File: config.mk
export PLATFORM = sky130hd
export DESIGN_NAME = tx_link_control
export DESIGN_NICKNAME = d
export VERILOG_FILES = /design/src/logic/sync_2ff.v /design/src/logic/frame_clock_counter.v /design/src/logic/tx_link_control.v
export VERILOG_INCLUDE_DIRS = /design/src /design/src/inc
export SDC_FILE = /design/constraint.sdc
export NUM_CORES = 1
export LEC_CHECK = 0
export BUFFER_PORTS_ARGS = -buffer_cell sky130_fd_sc_hd__buf_2
export CAP_MARGIN = 10
export CORE_ASPECT_RATIO = 1.1
export CORE_MARGIN = 4
export CORE_UTILIZATION = 35
export CTS_CLUSTER_DIAMETER = 30
export CTS_CLUSTER_SIZE = 24
export DETAILED_ROUTE_END_ITERATION = 6
export SYNTH_ARGS = -nofsm -noshare
export SYNTH_HDL_FRONTEND = slang
export SYNTH_SLANG_ARGS = --single-unit
File: constraint.sdc
create_clock -name clk_i -period 7.1 [get_ports clk_i]
set_input_delay 0.355 -clock clk_i [delete_from_list [all_inputs] [get_ports clk_i]]
set_output_delay 0.355 -clock clk_i [all_outputs]
set_load 0.1 [all_outputs]
File: src/inc/link_ctrl_map.vh
// Constants for the transmit link control block
`ifndef LINK_CTRL_MAP_VH
`define LINK_CTRL_MAP_VH
// ==========================================
// Line coding and lane limits
`define ENC_8B10B      1'b0
`define ENC_64B66B     1'b1
`define MAX_LANES      16
// ==========================================
// Control characters (8-bit values, sent with the k flag)
`define K28_5          8'hBC
`define K28_0          8'h1C
`define K28_3          8'h7C
// ==========================================
// Alignment sequence and multiframe defaults
`define ILAS_MFRAMES   3'h4
`define DEF_F          9'h001
`define DEF_K          9'h020
// ==========================================
// 64B/66B sync headers
`define SH_DATA        2'h1
`define SH_CTRL        2'h2
`endif

File: src/logic/sync_2ff.v
// Two flip-flop synchroniser for one level signal
`default_nettype none
module sync_2ff (
  input  wire clk_i,
  input  wire rst_n_i,
  input  wire d_i,
  output wire q_o
);
  reg meta_reg;
  reg sync_reg;
  // ==========================================
  // Synchroniser; first stage feeds only the second
  always @(posedge clk_i) begin
    if (!rst_n_i) begin
      meta_reg <= 1'b0;
      sync_reg <= 1'b0;
    end else begin
      meta_reg <= d_i;
      sync_reg <= meta_reg;
    end
  end
  assign q_o = sync_reg;
endmodule
`default_nettype wire

File: src/logic/frame_clock_counter.v
// Multiframe / extended multiblock clock counter reset by SYSREF
`default_nettype none
module frame_clock_counter #(
  parameter W = 18
) (
  input  wire         clk_i,
  input  wire         rst_n_i,
  input  wire         sysref_edge_i,
  input  wire [W-1:0] period_i,
  output wire         edge_o,
  output wire [W-1:0] count_o
);
  reg  [W-1:0] cnt_reg;
  wire [W-1:0] last = period_i - {{(W-1){1'b0}}, 1'b1};
  // ==========================================
  // Counter; SYSREF forces a deterministic phase of zero
  always @(posedge clk_i) begin
    if (!rst_n_i) begin
      cnt_reg <= {W{1'b0}};
    end else if (sysref_edge_i) begin
      cnt_reg <= {W{1'b0}};
    end else if (cnt_reg >= last) begin
      cnt_reg <= {W{1'b0}};
    end else begin
      cnt_reg <= cnt_reg + {{(W-1){1'b0}}, 1'b1};
    end
  end
  assign edge_o  = (cnt_reg == {W{1'b0}});
  assign count_o = cnt_reg;
endmodule
`default_nettype wire

File: src/logic/tx_link_control.v
// Transmit link control: line coding, SYNC handshake, SYSREF, ILAS
`include "link_ctrl_map.vh"
`default_nettype none
module tx_link_control #(
  parameter LANES = `MAX_LANES,
  parameter CW    = 18
) (
  input  wire                 clk_i,
  input  wire                 rst_n_i,
  input  wire                 enc_mode_i,
  input  wire [4:0]           lanes_used_i,
  input  wire [8:0]           f_octets_i,
  input  wire [8:0]           k_frames_i,
  input  wire                 scr_en_i,
  input  wire                 fec_en_i,
  input  wire                 nco_sync_sel_i,
  input  wire                 sync_n_i,
  input  wire                 sysref_i,
  input  wire [8*LANES-1:0]   tx_octets_i,
  output reg  [8*LANES-1:0]   lane_octets_o,
  output reg  [LANES-1:0]     lane_is_k_o,
  output reg  [LANES-1:0]     lane_en_o,
  output reg  [1:0]           sync_header_o,
  output reg                  scramble_o,
  output reg                  fec_o,
  output reg                  crc3_o,
  output reg                  cmd_chan_o,
  output reg                  nco_sync_o,
  output reg                  link_up_o,
  output reg                  lmfc_edge_o,
  output wire                 data_ready_o
);
  // ==========================================
  // States
  localparam [3:0] ST_IDLE = 4'b0001;
  localparam [3:0] ST_CGS  = 4'b0010;
  localparam [3:0] ST_WAIT = 4'b0100;
  localparam [3:0] ST_ILAS = 4'b1000;

  // ==========================================
  // Synchronised inputs
  wire sync_n_s;
  wire sysref_s;
  reg  sync_d_reg;
  reg  sysref_d_reg;
  // Request sense is synchronised so reset leaves SYNC at its idle high level
  wire sync_req_s;
  assign sync_n_s = ~sync_req_s;
  sync_2ff u_sync_sync (.clk_i(clk_i), .rst_n_i(rst_n_i), .d_i(~sync_n_i), .q_o(sync_req_s));
  sync_2ff u_sync_sysref (.clk_i(clk_i), .rst_n_i(rst_n_i), .d_i(sysref_i), .q_o(sysref_s));
  always @(posedge clk_i) begin
    if (!rst_n_i) begin
      sync_d_reg   <= 1'b1;
      sysref_d_reg <= 1'b0;
    end else begin
      sync_d_reg   <= sync_n_s;
      sysref_d_reg <= sysref_s;
    end
  end
  wire sysref_edge = sysref_s & ~sysref_d_reg;
  wire sync_rise   = sync_n_s & ~sync_d_reg; // Level sampled, so any 204A/B pulse width works

  // ==========================================
  // Multiframe clock: one count per octet, F*K octets per multiframe
  // In 8B/10B each octet is 10 bits on the line, giving 10*F*K bit periods
  wire [CW-1:0] period = f_octets_i * k_frames_i;
  wire          lmfc_edge;
  wire [CW-1:0] lmfc_cnt;
  frame_clock_counter #(.W(CW)) u_lmfc (
    .clk_i         (clk_i),
    .rst_n_i       (rst_n_i),
    .sysref_edge_i (sysref_edge),
    .period_i      ((period == {CW{1'b0}}) ? {{(CW-1){1'b0}}, 1'b1} : period),
    .edge_o        (lmfc_edge),
    .count_o       (lmfc_cnt)
  );
  wire mf_last = (lmfc_cnt == period - {{(CW-1){1'b0}}, 1'b1});

  // ==========================================
  // Link state machine (8B/10B handshake)
  reg [3:0] state_reg;
  reg [3:0] state_next;
  reg [2:0] mf_reg;
  reg [2:0] mf_next;
  wire      mode8 = (enc_mode_i == `ENC_8B10B);

  always @* begin
    state_next = state_reg;
    mf_next    = mf_reg;
    case (state_reg)
      ST_IDLE: begin
        if (!mode8) begin
          state_next = ST_IDLE; // Header-based block sync, SYNC only drives nco_sync_o
        end else if (!sync_n_s) begin
          state_next = ST_CGS;
        end
      end
      ST_CGS: begin
        if (sync_rise) begin
          state_next = ST_WAIT;
        end
      end
      ST_WAIT: begin
        if (!sync_n_s) begin
          state_next = ST_CGS;
        end else if (mf_last) begin
          state_next = ST_ILAS; // Next count is the LMFC edge, so ILAS opens on it
          mf_next    = 3'h0;
        end
      end
      ST_ILAS: begin
        if (!sync_n_s) begin
          state_next = ST_CGS;
        end else if (mf_last) begin
          mf_next = mf_reg + 3'h1;
          if (mf_reg == `ILAS_MFRAMES - 3'h1) begin
            state_next = ST_IDLE; // Four multiframes done
          end
        end
      end
      default: begin
        state_next = ST_IDLE;
      end
    endcase
    if (!mode8) begin
      state_next = ST_IDLE;
    end
  end

  reg data_phase_reg;
  reg mode8_d_reg;
  always @(posedge clk_i) begin
    if (!rst_n_i) begin
      state_reg      <= ST_IDLE;
      mf_reg         <= 3'h0;
      data_phase_reg <= 1'b0;
      mode8_d_reg    <= 1'b0;
    end else begin
      state_reg   <= state_next;
      mf_reg      <= mf_next;
      mode8_d_reg <= mode8;
      if (!mode8) begin
        data_phase_reg <= 1'b1;
      end else if (!mode8_d_reg) begin
        data_phase_reg <= 1'b0; // Entering 8B/10B needs a fresh handshake
      end else if (state_reg == ST_ILAS && state_next == ST_IDLE) begin
        data_phase_reg <= 1'b1;
      end else if (state_next != ST_IDLE) begin
        data_phase_reg <= 1'b0;
      end
    end
  end
  assign data_ready_o = data_phase_reg & (state_reg == ST_IDLE);

  // ==========================================
  // Per-lane character selection; all lanes share one state so they align
  // Only a single-link alignment exists; no MULTIREF input
  genvar g;
  generate
    for (g = 0; g < LANES; g = g + 1) begin : g_lane
      wire       used = (g < lanes_used_i) && (g < `MAX_LANES);
      reg  [7:0] oct;
      reg        kf;
      always @* begin
        oct = tx_octets_i[8*g +: 8];
        kf  = 1'b0;
        if (mode8 && state_reg != ST_IDLE) begin
          kf = 1'b1;
          if (state_reg == ST_ILAS && lmfc_edge) begin
            oct = `K28_0; // Multiframe start
          end else if (state_reg == ST_ILAS && mf_last) begin
            oct = `K28_3; // Multiframe end
          end else if (state_reg == ST_ILAS) begin
            oct = 8'h00; // ILAS body, not scrambled
            kf  = 1'b0;
          end else begin
            oct = `K28_5; // Comma stream while SYNC low or waiting
          end
        end else if (!data_phase_reg) begin
          oct = 8'h00;
        end
      end
      always @(posedge clk_i) begin
        if (!rst_n_i) begin
          lane_octets_o[8*g +: 8] <= 8'h00;
          lane_is_k_o[g]          <= 1'b0;
          lane_en_o[g]            <= 1'b0;
        end else begin
          lane_octets_o[8*g +: 8] <= oct;
          lane_is_k_o[g]          <= kf;
          lane_en_o[g]            <= used;
        end
      end
    end
  endgenerate

  // ==========================================
  // Link options: mode-dependent, with CRC-3 and command channel held off in both modes
  always @(posedge clk_i) begin
    if (!rst_n_i) begin
      sync_header_o <= 2'h0;
      scramble_o    <= 1'b0;
      fec_o         <= 1'b0;
      crc3_o        <= 1'b0;
      cmd_chan_o    <= 1'b0;
      nco_sync_o    <= 1'b0;
      link_up_o     <= 1'b0;
      lmfc_edge_o   <= 1'b0;
    end else begin
      sync_header_o <= mode8 ? 2'h0 : `SH_DATA;
      scramble_o    <= mode8 ? (scr_en_i & data_phase_reg & (state_reg == ST_IDLE)) : 1'b1;
      fec_o         <= ~mode8 & fec_en_i;
      crc3_o        <= 1'b0;
      cmd_chan_o    <= 1'b0;
      nco_sync_o    <= ~mode8 & nco_sync_sel_i & ~sync_n_s;
      link_up_o     <= data_ready_o; // 8B/10B stream stays 204B-legal
      lmfc_edge_o   <= lmfc_edge; // Everything here runs on clk_i
    end
  end
endmodule
`default_nettype wire

# Word level (Yosys, flattened, before mapping)
# Cells that the tools add are included.
# totals
reg_bits	185
inputBits	159
elab_cells	169
# op_classes
n_addsub	4
multipliers	1
n_lt_le_gt_ge	17
n_eq_ne	14
mux	59
bitwise_logic	14
reduce_logical	10
# op_table
operator	count
$mux W8	35
$lt A4 B5 Y1 const A	8
$logic_not A18 Y1	2
$sub A18 B1 Y18 const B	2
$mux W4	8
$lt A3 B5 Y1 const A	4
$add A18 B1 Y18 const B	1
$eq A18 B18 Y1	1
$ge A18 B18 Y1	1
$mul A9 B9 Y18	1
$mux W18	1
$pmux W4 S4	1
$mux W3	4
$lt A1 B5 Y1 const A	2
$lt A2 B5 Y1 const A	2
$mux W1	9
$and A1 B1 Y1	8
$eq A4 B1 Y1 const B	2
$ne A2 B2 Y1 const B	4
$ne A4 B1 Y1 const B	2
$not A1 Y1	6
$pmux W3 S2	1
$reduce_and A5 Y1	1
$eq A4 B2 Y1 const B	1
9 further kinds	12

# Logic depth before layout (Yosys ltp)
# logic_depth
depth_word	12
ltp_mapped	36
mapped_depth_nobuf	32

# Hierarchy
# From an unflattened synthesis, not the netlist that was laid out.
# unflattened
cells_unflattened	1093
area_unflattened_um2	10074.7
# by_module_without_submodules
module	instances	cells_each	area_each_um2	seq_area_each_um2
tx_link_control	1	911	8528.2	3243.1
frame_clock_counter	1	174	1441.4	360.3
sync_2ff	2	4	52.6	40.0

# Least setup slack after synthesis
# Ideal clock, no wire load.
# synth_path
kind	input to register
startpoint	input port f_octets_i[2]
endpoint	register u_lmfc.cnt_reg[10] (netlist: u_lmfc.count_o[10])
setup_ps	65
arrival_time_ps	7499
required_time_ps	7035
setup_slack_ps	-464
path_stages	29
path_buffers	3
path_cell_list	clkbuf_1 nand2_1 fa_1 fa_1 fa_1 fa_1 inv_1 ha_1 and2_1 and3_1 a21boi_1 or3_1 a211oi_2 nand2_1 or4_1 clkbuf_1 and2_1 ha_1 ha_1 a21o_1 a21o_1 a21o_1 a21o_1 a21o_1 a21o_1 a21oi_1 o2111ai_1 clkbuf_1 nor2_1
# synth_between
elab_chain_cells	6
# synth_lines
item	line	rtl
start, declared	tx_link_control.v:12	input wire [8:0] f_octets_i,
$mul A9 B9 Y18 *	tx_link_control.v:66	wire [CW-1:0] period = f_octets_i * k_frames_i;
$logic_not A18 Y1	tx_link_control.v:73	.period_i ((period == {CW{1'b0}}) ? {{(CW-1){1'b0}}, 1'b1} : period),
$mux W18 *	tx_link_control.v:73	
$sub A18 B1 Y18 *	frame_clock_counter.v:14	wire [W-1:0] last = period_i - {{(W-1){1'b0}}, 1'b1};
$ge A18 B18 Y1 *	frame_clock_counter.v:22	end else if (cnt_reg >= last) begin
$reduce_or A3 Y1 (no line) *	-	
end signal, assigned	frame_clock_counter.v:21	cnt_reg <= {W{1'b0}};
end signal, assigned	frame_clock_counter.v:23	cnt_reg <= {W{1'b0}};
end signal, assigned	frame_clock_counter.v:25	cnt_reg <= cnt_reg + {{(W-1){1'b0}}, 1'b1};
end, declared	frame_clock_counter.v:13	reg [W-1:0] cnt_reg;
# Mark *: on every way between the ends. The rest lies on a longest branch, timed or not.
# A chain may end at the register's enable or synchronous reset.

# Final worst setup path
# layout_path
startpoint	input port f_octets_i[7]
endpoint	register u_lmfc.cnt_reg[15] (netlist: u_lmfc.count_o[15])
# Same word-level chain as after synthesis.

==> summary.txt <==
Yosys
  – Ys Warns: 0
  – Synth unique cells: 84
  – Seq/Total Area, Yosys: 35.3%
  – #FFs+latches synth: 184
  – Mapped Cells: 1,132
  – Post-synth EDFFs: 0
  – Avg Cell Area, Syn: ~9.2 sq um
  – Ys flop type: dfxtp_1
  – Mapped Area: 10,400 sq um
  – Synth async-reset ratio: 0%

STA
  – Slew Limit Fails: 0
  – Worst-Margin Slew: 1.03 ns
  – Clock Skew: 0.0172 ns
  – Setup TNS: 0 ns
  – Fmax: 0.148 GHz
  – Tcrit/Tclk final: 95.0%
  – Final setup fails: 0
  – Hold Fails Final Rpt: 0
  – Final min period: 6.75 ns
  – Hold slack: roughly 0.082 ns
  – Slew headroom: about 30%

GRT
  – Initial antenna violation count: 1
  – Tot GR Track Use: around 17%
  – Grt total ovfl: 0
  – Vias in the first global route: between 8,000 and 9,000
  – First-pass GRT wire length: 46,800 microns
  – Largest net degree at the start of global routing: 97

Worst hold path
  – Hold WC Path Type: in -> reg

Setup path
  – Crit-path max FO: 9
  – Crit path kind: in -> reg
  – Critical path's slowest cell: fa_1
  – Crit path largest cell delay: roughly 0.57 ns
  – CP dominant cell by count: a21o_1
  – Nature of the critical path endpoint: flop
  – Crit path launch type: input port
  – Data required, critical path: 7.45 ns
  – CP Data Arrival Time: 7.10 ns

Route
  – Routed WL per cell: between 15 and 20 microns
  – Initial DRC Count: between 400 and 500
  – Residual DRC count: 0
  – Final ANT Viol Nets: 0
  – Detailed Route WL: approximately 30,000 microns
  – Vias per cell: 4.80
  – DRT Pass-1 Iters: 4
  – Vias: 8,923

Finish
  – Multi-input gate area: 6230 sq um
  – Most flop-heavy register: lane_octets_o
  – Layout cells sized above 1: 32.7%
  – Commonest non-fill, non-tap cells in the layout: 313 x buf_2, 184 x dfxtp_1, 151 x nand2_1, 78 x buf_4, 74 x and2_1
  – Max reg flops: 128
  – FF/Latch Area: 3680 sq um
  – Commonest non-fill, non-tap cell in the layout: buf_2
  – Fin area: around 14,000 sq um
  – Fillers: about 2,900
  – Area growth from synthesis to layout: 29.5%
  – Final core utilization: a little under half
  – Nets: 1,743

Die
  – I/O Pins: between 300 and 400
  – Die Area: 32,700 sq um
  – Horiz. Die Dim: 173 microns
  – Initial Utilization: 35.4%
  – # rows: 66
  – Core ar.: about 30,000 sq um
  – Die height: 189 microns

CTS
  – H-tree Lvls: 4
  – CTS Sinks: 184
  – Post-CTS Hold Buffers: 0
  – Clock root cell: clkbuf_16
  – Clock buffer count from CTS: 17
  – CTS max path bufs: 2
  – Worst-skew pair later-pin latency: between 0.4 and 0.5 ns
  – TritonCTS clock tree: done
  – CTS clk-pin slew, worst paths: roughly 0.07 ns

Placed design
  – Hpwl dp: 23,400 microns
  – DP Area: 12,800 sq um
  – Placer's final routability congestion estimate: 0.809
  – PortBufs: about 330

Status
  – Status: finished clean

Power
  – Power per cell area: 347 nW/um^2
  – Overall Power: roughly 4.7 mW
  – VDD IR max: 0.202 mV
  – LEAKAGE: 7.08 nW

Run
  – MaxCap Viol Count: 0
[path summary, 6_finish.rpt]
path | startpoint | slack, ns | endpoint | depth (start not counted)
worst max-delay path | f_octets_i[7] | 0.35 | u_lmfc.count_o[15] | 28
worst min-delay path | sync_n_i | 0.08 | u_sync_sync.meta_reg | 2
worst max register to register | u_lmfc.count_o[3] | 3.68 | lane_octets_o[68] | 11
worst min register to register | u_sync_sync.meta_reg | 0.44 | u_sync_sync.q_o | 1
[repair_timing]
item                                    CTS  global route
endpoints found under the setup margin    0            18
gates resized for setup                   0            40
setup buffers                             0             2
[final cells by class]
class                      count  area share [%]
tap                          374            3.46
inverter                      68            1.89
multi-input combinational    797            46.1
antenna                        1          0.0185
sequential                   184            27.2
timing repair buffer         403            17.0
clock inverter                14            1.17
clock buffer                  17            3.14
[where the power goes]
| group | switching [mW] | leakage [nW] | total, mW | internal (mW) |
|---|---|---|---|---|
| Sequential | 0.0125 | 1.50 | 1.08 | 1.07 |
| Combinational | 1.53 | 5.29 | 2.69 | 1.16 |
| Clock | 0.453 | 0.281 | 0.923 | 0.470 |
[metrics by stage]
stage                     instances  setup WS, ns
after floorplan                1134       0.00395
after global placement         1822        -0.155
after detailed placement       1822        -0.316
after CTS                      1853        0.0869
after global routing           1858       -0.0110
final                          1858         0.352
[worst max-delay path: cells and delay by family]
family / cells / cell delay (ns)
AO/OA/AOI/OAI: 10 / 1.76
adder cells (fa/ha/maj): 7 / 2.77
AND/OR/NAND/NOR: 8 / 1.76
buffers and inverters: 3 / 0.45
[metal layers]
metal | wire length (microns) | GRT usage [%] | up-vias
met5 | 0 | 0 | -
met4 | 490 | 4.51 | 0
met3 | 1150 | 2.80 | 36
met2 | 14700 | 30.5 | 209
met1 | 13100 | 22.6 | 4239
li1 | - | - | 4439
[cell usage after synthesis, types with 10 or more instances]
master | n | area (sq um)
dfxtp_1 | 184 | 3680
nand2_1 | 152 | 571
and2_1 | 76 | 475
a21oi_1 | 70 | 350
inv_1 | 68 | 255
ha_1 | 63 | 788
clkbuf_1 | 52 | 195
fa_1 | 50 | 1000
nor2_1 | 50 | 188
a21o_1 | 49 | 368
xnor2_1 | 34 | 298
o21ai_0 | 21 | 105
buf_4 | 19 | 143
a211o_1 | 17 | 149
xor2_1 | 17 | 149
nand3_1 | 16 | 80.1
nand4_1 | 14 | 87.6
nor2b_1 | 13 | 81.3
and3_1 | 11 | 68.8
nand2b_1 | 10 | 62.6
[kinds of logic (layout without fill, tap and decap cells)]
family,Yosys count,after routing,share of synthesized area [%]
xor+xnor,55,55,5.15
compound gates,220,220,14.8
mux,5,5,0.479
buf+inv,153,502,6.82
other cells,1,4,0.0359
fa+ha+maj,113,113,17.1
flops,184,184,35.3
simple gates,401,401,20.3
No activity file was read; power rests on OpenSTA's default activity.
